===== src/hw/psp_regs.svh =====
/*
  Register offsets, field positions, reset values and timing counts for the
  programmable supply parallel port controller.
  Assumes a 25 MHz pclk and a 12-bit APB byte address.
*/
// Summary of operation
// All programming lines are inverted: asserted bit is a low level.
// Low range: 14 magnitude lines are straight binary, one millivolt per count.
// High range: device scales magnitude by four, four millivolts per count.
// Range line deasserted selects 16 V, asserted selects 65 V.
// Standby line deasserted operates, asserted enters standby.
// Sign line deasserted gives positive output, asserted negative.
// Reference select deasserted uses internal reference, asserted external.
// Device shows settle flag deasserted when ready, asserted when not.
// Current range deasserted selects 100 mA, asserted 1 A.
// Four limit lines weigh 80, 40, 20, 10 percent; all clear gives 10.
// Device asserts overload flag while a current overload exists.
// Latched variant: negative values use two's complement; signed zero invalid.
// Latched variant: device captures inputs on strobe falling edge.
// Strobe fall starts 15 us hold of previous output setting.
// Strobe fall raises not-ready for 100 us while output settles.
// Data lines stay stable at least 24 us after strobe falling edge.
// After power-up device outputs zero volts until a new transfer.
// Direct variant: strobe active freezes output, else output follows inputs.
// Direct variant: strobe stays active while the inputs are changed.
// Direct variant: 100 us not-ready starts when strobe release ends.
// Overload raises both flags; not-ready lingers 100 us after clearing.
// Current limiting also raises the overload flag.
// Device times hold and settle with counters restarted per strobe edge.
// Device synchronises strobe and inputs before detecting edges.
`ifndef PSP_REGS_SVH
`define PSP_REGS_SVH

// ==========================================================
// Register offsets
`define PSP_ADDR_W 12
`define PSP_OFF_CTRL 12'h000
`define PSP_OFF_DATA 12'h004
`define PSP_OFF_STAT 12'h008

// ==========================================================
// Control fields
`define PSP_CTRL_GO 0
`define PSP_CTRL_DIRECT 1

// ==========================================================
// Data fields
`define PSP_MAG_W 14
`define PSP_DATA_MAG_LSB 0
`define PSP_DATA_SIGN 14
`define PSP_DATA_RANGE 15
`define PSP_DATA_STANDBY 16
`define PSP_DATA_EXTREF 17
`define PSP_DATA_IRANGE 18
`define PSP_DATA_ILIM_LSB 19
`define PSP_ILIM_W 4
`define PSP_DATA_W 23
`define PSP_DATA_RST 23'h000000
`define PSP_MAG_ZERO 14'h0000
`define PSP_MAG_ONE 14'h0001

// ==========================================================
// Status fields
`define PSP_STAT_BUSY 0
`define PSP_STAT_NRDY 1
`define PSP_STAT_OVLD 2
`define PSP_STAT_ERR 3

// ==========================================================
// Timing
`define PSP_CLK_MHZ 25
`define PSP_HOLD_US 24
`define PSP_SETUP_NS 200
`define PSP_TMR_W 10
`define PSP_HOLD_CYC (`PSP_HOLD_US * `PSP_CLK_MHZ)
`define PSP_SETUP_CYC ((`PSP_SETUP_NS * `PSP_CLK_MHZ + 999) / 1000)

`endif


===== src/hw/psp_pkg.sv =====
/*
  Types for the programmable supply parallel port controller.
  Assumes nothing beyond the constant header.
*/
package psp_pkg;
  typedef enum logic [2:0] {
    st_idle,
    st_drive,
    st_strb,
    st_freeze,
    st_change
  } psp_state_e;
endpackage


===== src/hw/psp_timer.sv =====
/*
  Down counter that pulses expired a fixed time after load.
  Assumes load is a single-cycle pulse in the pclk domain.
*/
`timescale 1ns/1ps
`include "psp_regs.svh"

module psp_timer (
  input wire logic pclk,
  input wire logic presetn,
  input wire logic load,
  input wire logic [`PSP_TMR_W-1:0] count,
  output logic expired
);
  logic [`PSP_TMR_W-1:0] cnt_reg;

  always_ff @(posedge pclk or negedge presetn) begin
    if (!presetn) begin
      cnt_reg <= '0;
    end else if (load) begin
      cnt_reg <= count;
    end else if (cnt_reg != '0) begin
      cnt_reg <= cnt_reg - 1'b1;
    end
  end

  // Fires once as the count reaches its end, never while idle at zero
  always_ff @(posedge pclk or negedge presetn) begin
    if (!presetn) begin
      expired <= 1'b0;
    end else begin
      expired <= !load && (cnt_reg == {{(`PSP_TMR_W-1){1'b0}}, 1'b1});
    end
  end
endmodule


===== src/hw/psp_ctrl.sv =====
/*
  Host controller that programs the supply through its parallel port.
  Software sets the word over APB; the controller drives the inverted pins
  and the strobe in latched or direct-coupled style and reports the flags.
  Assumes the flag inputs are already synchronous to pclk.
*/
// Register access over APB and the register offsets were chosen for this implementation.
`timescale 1ns/1ps
`include "psp_regs.svh"

module psp_ctrl (
  input wire logic pclk,
  input wire logic presetn,
  input wire logic psel,
  input wire logic penable,
  input wire logic pwrite,
  input wire logic [`PSP_ADDR_W-1:0] paddr,
  input wire logic [31:0] pwdata,
  output logic [31:0] prdata,
  output logic pready,
  output logic pslverr,
  output logic [`PSP_MAG_W-1:0] mag_n,
  output logic sign_n,
  output logic range_n,
  output logic standby_n,
  output logic extref_n,
  output logic irange_n,
  output logic [`PSP_ILIM_W-1:0] ilim_n,
  output logic strobe_n,
  input wire logic not_ready_n,
  input wire logic overload_n
);
  // ==========================================================
  // Registers and decode
  psp_pkg::psp_state_e state_reg;
  logic direct_reg;
  logic [`PSP_DATA_W-1:0] data_reg;
  logic err_reg;
  logic nrdy_reg;
  logic ovld_reg;
  logic wr_en;
  logic go;
  logic [`PSP_MAG_W-1:0] mag;
  logic sign;
  logic bad_word;
  logic go_ok;
  logic load_pins;
  logic tmr_load;
  logic [`PSP_TMR_W-1:0] tmr_count;
  logic tmr_expired;
  logic [`PSP_MAG_W-1:0] mag_out;
  logic busy;

  assign wr_en = psel && penable && pwrite && pready;
  assign go = wr_en && (paddr == `PSP_OFF_CTRL) && pwdata[`PSP_CTRL_GO];
  assign mag = data_reg[`PSP_DATA_MAG_LSB +: `PSP_MAG_W];
  assign sign = data_reg[`PSP_DATA_SIGN];
  // Signed zero has no two's complement meaning on the latched port
  assign bad_word = !direct_reg && sign && (mag == `PSP_MAG_ZERO);
  assign go_ok = go && (state_reg == psp_pkg::st_idle) && !bad_word;
  assign busy = (state_reg != psp_pkg::st_idle);
  assign mag_out = (!direct_reg && sign) ? (~mag + `PSP_MAG_ONE) : mag;

  always_comb begin
    load_pins = 1'b0;
    tmr_load = 1'b0;
    tmr_count = `PSP_TMR_W'(`PSP_SETUP_CYC);
    case (state_reg)
      psp_pkg::st_idle: begin
        load_pins = go_ok && !direct_reg;
        tmr_load = go_ok;
      end
      psp_pkg::st_drive: begin
        tmr_load = tmr_expired;
        tmr_count = `PSP_TMR_W'(`PSP_HOLD_CYC);
      end
      psp_pkg::st_freeze: begin
        load_pins = tmr_expired;
        tmr_load = tmr_expired;
      end
      default: begin
        load_pins = 1'b0;
      end
    endcase
  end

  psp_timer u_timer (
    .pclk(pclk),
    .presetn(presetn),
    .load(tmr_load),
    .count(tmr_count),
    .expired(tmr_expired)
  );

  // ==========================================================
  // Software registers
  always_ff @(posedge pclk or negedge presetn) begin
    if (!presetn) begin
      direct_reg <= 1'b0;
      data_reg <= `PSP_DATA_RST;
    end else if (wr_en) begin
      if (paddr == `PSP_OFF_CTRL) begin
        direct_reg <= pwdata[`PSP_CTRL_DIRECT];
      end
      if (paddr == `PSP_OFF_DATA) begin
        data_reg <= pwdata[`PSP_DATA_W-1:0];
      end
    end
  end

  // Rejected start sets the error; a new rejection beats a clear
  always_ff @(posedge pclk or negedge presetn) begin
    if (!presetn) begin
      err_reg <= 1'b0;
    end else if (go && !busy && bad_word) begin
      err_reg <= 1'b1;
    end else if (wr_en && (paddr == `PSP_OFF_STAT) && pwdata[`PSP_STAT_ERR]) begin
      err_reg <= 1'b0;
    end
  end

  // Flags arrive active low
  always_ff @(posedge pclk or negedge presetn) begin
    if (!presetn) begin
      nrdy_reg <= 1'b0;
      ovld_reg <= 1'b0;
    end else begin
      nrdy_reg <= !not_ready_n;
      ovld_reg <= !overload_n;
    end
  end

  // Zero wait: data is registered in the setup cycle
  always_ff @(posedge pclk or negedge presetn) begin
    if (!presetn) begin
      prdata <= 32'h00000000;
      pready <= 1'b0;
      pslverr <= 1'b0;
    end else begin
      pready <= psel && !penable;
      pslverr <= 1'b0;
      prdata <= 32'h00000000;
      if (psel && !penable) begin
        case (paddr)
          `PSP_OFF_CTRL: prdata[`PSP_CTRL_DIRECT] <= direct_reg;
          `PSP_OFF_DATA: prdata[`PSP_DATA_W-1:0] <= data_reg;
          `PSP_OFF_STAT: begin
            prdata[`PSP_STAT_BUSY] <= busy;
            prdata[`PSP_STAT_NRDY] <= nrdy_reg;
            prdata[`PSP_STAT_OVLD] <= ovld_reg;
            prdata[`PSP_STAT_ERR] <= err_reg;
          end
          default: pslverr <= 1'b1;
        endcase
      end
    end
  end

  // ==========================================================
  // Sequencer
  always_ff @(posedge pclk or negedge presetn) begin
    if (!presetn) begin
      state_reg <= psp_pkg::st_idle;
      strobe_n <= 1'b1;
    end else begin
      case (state_reg)
        psp_pkg::st_idle: begin
          if (go_ok && direct_reg) begin
            strobe_n <= 1'b0;
            state_reg <= psp_pkg::st_freeze;
          end else if (go_ok) begin
            state_reg <= psp_pkg::st_drive;
          end
        end
        psp_pkg::st_drive: begin
          if (tmr_expired) begin
            strobe_n <= 1'b0;
            state_reg <= psp_pkg::st_strb;
          end
        end
        psp_pkg::st_strb: begin
          if (tmr_expired) begin
            strobe_n <= 1'b1;
            state_reg <= psp_pkg::st_idle;
          end
        end
        psp_pkg::st_freeze: begin
          if (tmr_expired) begin
            state_reg <= psp_pkg::st_change;
          end
        end
        psp_pkg::st_change: begin
          if (tmr_expired) begin
            strobe_n <= 1'b1;
            state_reg <= psp_pkg::st_idle;
          end
        end
        default: begin
          strobe_n <= 1'b1;
          state_reg <= psp_pkg::st_idle;
        end
      endcase
    end
  end

  // ==========================================================
  // Port pins, deasserted (high) out of reset so the word reads as zero
  always_ff @(posedge pclk or negedge presetn) begin
    if (!presetn) begin
      mag_n <= '1;
      sign_n <= 1'b1;
      range_n <= 1'b1;
      standby_n <= 1'b1;
      extref_n <= 1'b1;
      irange_n <= 1'b1;
      ilim_n <= '1;
    end else if (load_pins) begin
      mag_n <= ~mag_out;
      sign_n <= !sign;
      range_n <= !data_reg[`PSP_DATA_RANGE];
      standby_n <= !data_reg[`PSP_DATA_STANDBY];
      extref_n <= !data_reg[`PSP_DATA_EXTREF];
      irange_n <= !data_reg[`PSP_DATA_IRANGE];
      ilim_n <= ~data_reg[`PSP_DATA_ILIM_LSB +: `PSP_ILIM_W];
    end
  end

  // ==========================================================
  // Checks
  logic [`PSP_TMR_W-1:0] low_cnt;

  always_ff @(posedge pclk or negedge presetn) begin
    if (!presetn) begin
      low_cnt <= '0;
    end else if (strobe_n) begin
      low_cnt <= '0;
    end else if (low_cnt != '1) begin
      low_cnt <= low_cnt + 1'b1;
    end
  end

  property p_hold_len;
    @(posedge pclk) disable iff (!presetn)
      $rose(strobe_n) && !direct_reg |-> $past(low_cnt) >= `PSP_TMR_W'(`PSP_HOLD_CYC);
  endproperty
  a_hold_len: assert property (p_hold_len) else $error("strobe released before hold time");

  property p_hold_data;
    @(posedge pclk) disable iff (!presetn)
      !direct_reg && !strobe_n && $past(!strobe_n) |->
        $stable(mag_n) && $stable(sign_n) && $stable(range_n);
  endproperty
  a_hold_data: assert property (p_hold_data) else $error("data changed while strobe low");

  property p_direct_freeze;
    @(posedge pclk) disable iff (!presetn)
      direct_reg && ($changed(mag_n) || $changed(sign_n)) |-> !strobe_n && $past(!strobe_n);
  endproperty
  a_direct_freeze: assert property (p_direct_freeze) else $error("direct change outside strobe");

  property p_twos;
    @(posedge pclk) disable iff (!presetn)
      load_pins && !direct_reg && sign |=> (~mag_n) == $past(~mag + `PSP_MAG_ONE);
  endproperty
  a_twos: assert property (p_twos) else $error("negative word not two's complement");

  property p_no_signed_zero;
    @(posedge pclk) disable iff (!presetn)
      $fell(strobe_n) && !direct_reg && !sign_n |-> mag_n != '1;
  endproperty
  a_no_signed_zero: assert property (p_no_signed_zero) else $error("signed zero strobed");

  property p_reject;
    @(posedge pclk) disable iff (!presetn)
      go && !busy && bad_word |=> err_reg && state_reg == psp_pkg::st_idle && strobe_n;
  endproperty
  a_reject: assert property (p_reject) else $error("invalid word not rejected");

  property p_invert;
    @(posedge pclk) disable iff (!presetn)
      load_pins |=> mag_n == ~$past(mag_out) && standby_n == !$past(data_reg[`PSP_DATA_STANDBY]);
  endproperty
  a_invert: assert property (p_invert) else $error("pin sense not inverted");

  property p_setup;
    @(posedge pclk) disable iff (!presetn)
      load_pins && !direct_reg |=> strobe_n [*2];
  endproperty
  a_setup: assert property (p_setup) else $error("strobe fell without data setup");
endmodule


===== config.mk =====
export PLATFORM = sky130hd
export DESIGN_NAME = psp_ctrl
export DESIGN_NICKNAME = d
export VERILOG_FILES = /design/src/hw/psp_pkg.sv /design/src/hw/psp_timer.sv /design/src/hw/psp_ctrl.sv
export VERILOG_INCLUDE_DIRS = /design/src /design/src/hw
export SDC_FILE = /design/constraint.sdc
export NUM_CORES = 1
export LEC_CHECK = 0
export ABC_AREA = 1
export BUFFER_PORTS_ARGS = -buffer_cell sky130_fd_sc_hd__buf_2
export CAP_MARGIN = 30
export CORE_MARGIN = 1.5
export CORE_UTILIZATION = 48
export DETAILED_ROUTE_END_ITERATION = 7
export PLACE_DENSITY = 0.86
export RECOVER_POWER = 50
export SYNTH_ARGS = -nofsm -noshare
export SYNTH_HDL_FRONTEND = slang
export SYNTH_SLANG_ARGS = --single-unit

===== constraint.sdc =====
create_clock -name pclk -period 1.6 [get_ports pclk]
set_input_delay 0.16 -clock pclk [delete_from_list [all_inputs] [get_ports pclk]]
set_output_delay 0.16 -clock pclk [all_outputs]
set_load 0.005 [all_outputs]

Yosys cells after proc, flatten, opt, wreduce, memory -nomap -nowiden
Index checks and enable logic that the tools add are counted.
{ "word_totals": {"reg_bits": 90, "latch_bits": 0, "ramBits": 0, "romBits": 0, "inputBits": 51, "out_inout_bits": 58, "word_cells": 105, "n_memories": 0} }
{ "classes": {"add_sub_neg": 2, "n_mul": 0, "div": 0, "magnitude_cmp": 0, "eq_ne": 12, "shift": 0, "n_mux": 25, "n_bitwise": 4, "n_reduce_logical": 43} }
{ "op_table": {"columns": ["op", "n"], "rows": [
  ["2-to-1 mux 10 bit", 3],
  ["inverter 14 bit", 2],
  ["2-to-1 mux 23 bit", 1],
  ["2-to-1 mux 19 bit", 1],
  ["logical AND 1 bit", 17],
  ["2-to-1 mux 3 bit", 5],
  ["adder 14 x 1 -> 14 bit, second input constant", 1],
  ["zero test 14 bit", 1],
  ["2-to-1 mux 14 bit", 1],
  ["== test 12 x 3 -> 1 bit, second input constant", 1],
  ["== test 12 x 4 -> 1 bit, second input constant", 1],
  ["zero test 1 bit", 12],
  ["zero test 12 bit", 1],
  ["case mux 3 bit (4 select lines)", 1],
  ["== test 10 x 1 -> 1 bit, second input constant", 1],
  ["nonzero test 10 bit", 1],
  ["subtractor 10 x 1 -> 10 bit, second input constant", 1],
  ["inequality test 2 x 1 -> 1 bit, second input constant", 4],
  ["AND reduction 4 bit", 2],
  ["2-to-1 mux 1 bit", 7],
  ["== test 3 x 2 -> 1 bit, second input constant", 2],
  ["case mux 1 bit (2 select lines)", 3],
  ["inverter 4 bit", 1],
  ["case mux 1 bit (4 select lines)", 1],
  ["12 further kinds", 15]
]} }

Longest topological paths before layout
{ "logic_depth": {"ltp_word": 10, "mapped_depth": 11, "ltp_nobuf": 10} }

By module
From an unflattened synthesis, not the netlist that was laid out.
{ "hier_totals": {"cells_unflattened": 512, "area_unflattened_um2": 4256.6} }
{ "modules_own_cells": {"columns": ["module", "n_inst", "cells_each", "area_each_um2", "seq_area_each_um2"], "rows": [
  ["psp_ctrl", 1, 404, 3525.9, 2006.9],
  ["psp_timer", 1, 108, 730.7, 275.3]
]} }

Worst setup path after synthesis
No wires, ideal clock.
{ "synth_timing": {"kind": "register to register", "startpoint": "reg data_reg[1]", "endpoint": "reg u_timer.cnt_reg[2]", "setup_ns": 0.118, "arrival_time_ns": 1.526, "required_time_ns": 1.482, "slack_ns": -0.044, "path_stages_with_launch": 11, "period_less_slack_ns": 1.644, "path_cell_list": "dfrtp_1 > inv_1 > ha_1 > nand2_2 > nor3_4 > nand3_2 > nand2_2 > nand2_2 > buf_6 > a21oi_1 > nor2_1"} }
{ "synth_via": {"elab_chain_cells": 6, "word_cells_on_any_way": 7, "classes_between": "mux: 2; reduce/logical: 5"} }
{ "synth_lines": {"columns": ["item", "line_no", "source"], "rows": [
  ["from (decl)", "psp_ctrl.sv:37", "logic [`PSP_DATA_W-1:0] data_reg;"],
  ["from (signal assigned)", "psp_ctrl.sv:100", "data_reg <= `PSP_DATA_RST;"],
  ["from (signal assigned)", "psp_ctrl.sv:106", "data_reg <= pwdata[`PSP_DATA_W-1:0];"],
  ["zero test 14 bit (no line) (*)", null, null],
  ["logical AND 1 bit (*)", "psp_ctrl.sv:59", "assign bad_word = !direct_reg && sign && (mag == `PSP_MAG_ZERO);"],
  ["zero test 1 bit (*)", "psp_ctrl.sv:60", "assign go_ok = go && (state_reg == psp_pkg::st_idle) && !bad_word;"],
  ["logical AND 1 bit (*)", "psp_ctrl.sv:60", null],
  ["case mux 1 bit (2 select lines) (*)", "psp_ctrl.sv:68", "case (state_reg)"],
  ["2-to-1 mux 10 bit / nonzero test 2 bit (equally long branches)", null, null],
  ["to (signal assigned)", "psp_timer.sv:21", "cnt_reg <= count;"],
  ["to (signal assigned)", "psp_timer.sv:23", "cnt_reg <= cnt_reg - 1'b1;"],
  ["to (decl)", "psp_timer.sv:15", "logic [`PSP_TMR_W-1:0] cnt_reg;"]
]} }
Every way passes the cells marked *; elsewhere a longest branch is shown, timed or not.
A chain may end at the register's enable or synchronous reset.

Worst setup path in the final report
{ "layout_timing": {"startpoint": "reg data_reg[0]", "endpoint": "reg mag_n[10]"} }
{ "layout_via": {"elab_chain_cells": 6, "word_cells_on_any_way": 10, "classes_between": "add/sub: 1; mux: 2; bitwise: 2; reduce/logical: 5"} }
{ "layout_lines": {"columns": ["item", "line_no", "source"], "rows": [
  ["parallel branches: the longest is 6 deep, another holds adder 14 x 1 -> 14 bit", null, null],
  ["to (signal assigned)", "psp_ctrl.sv:218", "mag_n <= ~mag_out;"],
  ["to (decl)", "psp_ctrl.sv:22", "output logic [`PSP_MAG_W-1:0] mag_n,"]
]} }
Parallel ways; which one is timed is not known.

==> metrics.md <==
| Metric | Value |
|---|---|
| Crit path max-delay cell type | dfrtp_1 |
| Seq/Total Area, Yosys | 0.529 |
| Syn. warnings | 0 |
| Peak VDD IR | 0.560 mV |
| Relative slew slack | 0.493 |
| Max stage delay on crit path | 400 ps |
| Die height | 97.8 um |
| RSZ-0062 raised after global routing | true |
| Final Max Tran Viols | 0 |
| Die width | 97.8 um |
| Clk_lat worst skew | 370 ps |
| Critical path startpoint category | flop |
| Fmax | 0.605 GHz |
| Worst Setup End Kind | flop |
| FFs w/ async S/R, synth | 1.00 |
| Worst Path Required | 1900 ps |
| Initial core utilization | 0.495 |
| Top post-synthesis cells by area | dfrtp_1 38%, dfstp_2 15%, nand2_1 13%, nand3_1 6.7%, inv_1 4.1% |
| Synth unique cells | 36 |
| Vias in the first global route | 3,584 |
| Full die area | 9570 sq um |
| # rows | 34 |
| Pre-antenna DRT Iters | 7 |
| CP Buf/Inv Count | 2 |
| Setup Viol. Count Final | 5 |
| Synth Cell Area | 4320 sq um |
| Arrival time worst endpoint | 1960 ps |
| Post-synth EDFFs | 0 |
| Hpwl dp | 7060 um |
| Register Area | 2280 sq um |
| DR WL/cell | 14.2 um |
| Via/cell ratio | 5.20 |
| Syn Area/Cell | 8.53 sq um |
| # port buffers | 90 |
| Final-stage net count | 683 |
| Non-Filler Instances | 742 |
| Most used DFF post-synth | dfrtp_1 |
| Num CTS Buffers | 9 |
| Hold crit path type | in -> reg |
| Leading area contributor after synthesis | dfrtp_1 |
| Total number of vias | 3,861 |
| Routed wire length | 10,500 um |
| Clk root buf | clkbuf_8 |
| Max cap viols | 0 |
| Post-Place Cells | 716 |
| Hold Vio Cnt, Final | 0 |
| Register bit total from synthesis | 90 |
| Worst setup path class | reg -> reg |
| Core box area | 8720 sq um |
| First-pass GRT wire length | 16,200 um |
| Layout area overhead | 26.6% |
| Ports | 109 |
| Clk_skew | 10.5 ps |
| Delay-heaviest family, CP | simple AND/OR/NAND/NOR gates |
| DRC Markers | 0 |
| Pleak | 2.86 nW |
| Commonest non-fill, non-tap cell in the layout | nand2_1 |
| Post-layout worst setup margin | -52.6 ps |
| Area of the multi-input gates | 1810 sq um |
| CTS tree | built |
| Mapped Cells | 506 |
| CTS clock-pin slew for the worst setup and hold paths | 100 ps |
| H-tree Lvls | 3 |
| Routability congestion estimate | 0.868 |
| Status | finished, violations left |
| Share of cells above drive strength 1 | 0.374 |
| Clock Sinks | 90 |
| Overall routing resource usage | 0.211 |
| Failing checks | setup timing |
| Maximum fanout along the worst path | 3 |
| ANT cells | 0 |
| Tcrit/Tclk final | 1.03 |
| Final ANT Viol Nets | 0 |
| Initial antenna violation count | 0 |
| Pin count of the biggest net entering global routing | 45 |
| Worst slew pin tran | 761 ps |
| Fin util | 0.626 |
| Iter 0 DRT Violations | 260 |
| Post-synth top area share | 0.383 |
| Power Density | 981 nW/um^2 |
| Internal reg-to-reg setup slack | -50 ps |
| Filler cells | 696 |
| Gr ovfl total | 0 |
| Max Buffers Root-to-Sink | 2 |
| Crit path cell chain | inv_2 > ha_4 > buf_4 > nand3_1 > nor2_1 > nand3_1 > nand2_1 > nand2_1 > nand3_2 > nand2_2 |
| Most frequent cells in the layout | 138 x nand2_1, 88 x buf_2, 66 x dfrtp_1, 50 x nand3_1, 44 x inv_1 |
| Final min period | 1650 ps |
-- synth_stat cells (3+ instances only) --
library cell / n
nor3_1: 21
nor2_2: 4
buf_4: 11
dfrtp_1: 66
nand3_1: 58
buf_2: 4
clkbuf_1: 7
a21oi_1: 9
nand4_1: 6
dfstp_2: 24
inv_1: 47
nand2_2: 20
o21ai_1: 3
xor2_1: 6
nor2_1: 29
ha_1: 3
nand2_1: 145
nor2_4: 4
o21ai_0: 11
inv_2: 6
-- kinds of logic after synthesis --
family	after synthesis	synth area share
other cells	1	0.000869
flops	90	0.529
fa+ha+maj	3	0.00870
simple gates	297	0.324
compound gates	30	0.0380
xor+xnor	6	0.0122
buf+inv	79	0.0873
-- stage by stage --
stage / hold slack, ps / setup WS, ps / TNS, ps / instance area, sq um / power [mW]
after floorplan: -136 / 36.2 / 0 / 4350 / 3.18
after global placement: 117 / 32.1 / 0 / 5010 / 3.45
after detailed placement: 130 / -42.9 / -119 / 5010 / 3.50
after CTS: 4.42 / 5.31 / 0 / 5280 / 5.23
after global routing: 13.4 / -141 / -3880 / 5460 / 5.65
final: 13.3 / -52.6 / -117 / 5460 / 5.36
-- what timing repair did --
action / CTS / global route
cloned: 0 / 1
endpoints found under the setup margin: 16 / 46
hold endpoints to repair: 31 / 0
resized for setup: 2 / 37
buffers inserted: 0 / 5
hold buffers: 4 / 0
pin swaps: 1 / 6
-- worst reg2reg max path: stages, from the launching register on --
cell and delay [ps]:
dfrtp_1 400, inv_2 80, ha_4 150, buf_4 110
nand3_1 120, nor2_1 250, nand3_1 150, nand2_1 80
nand2_1 90, nand3_2 110, nand2_2 50
-- final timing paths --
kind / from / end / cells past startpoint
max in group asynchronous: presetn / mag_n[8] / 3
min in group asynchronous: presetn / nrdy_reg / 2
worst min register to register: mag_n[0] / mag_n[0] / 2
worst min-delay path: pwdata[17] / data_reg[17] / 3
worst max register to register: data_reg[0] / mag_n[10] / 10
worst max-delay path: data_reg[0] / mag_n[10] / 10
-- power breakdown --
group	internal [mW]	switching, mW
Sequential	2.45	0.113
Combinational	0.455	0.614
Clock	0.892	0.836
-- cell type report --
cell class / instances / share of cell area
flip-flops and latches: 90 / 0.418
clock inverters: 7 / 0.0188
inverters: 54 / 0.0394
clock buffers: 9 / 0.0227
well taps: 108 / 0.0247
multi-input cells: 345 / 0.331
repair buffers: 129 / 0.146
-- metal layers --
metal,track usage,up-vias,share of wire
met4,0.0890,0,0.025
met3,0.0530,31,0.069
li1,-,1833,-
met2,0.347,179,0.50
met1,0.267,1818,0.40
met5,0,-,0
Power figures use the tool's default switching activity.
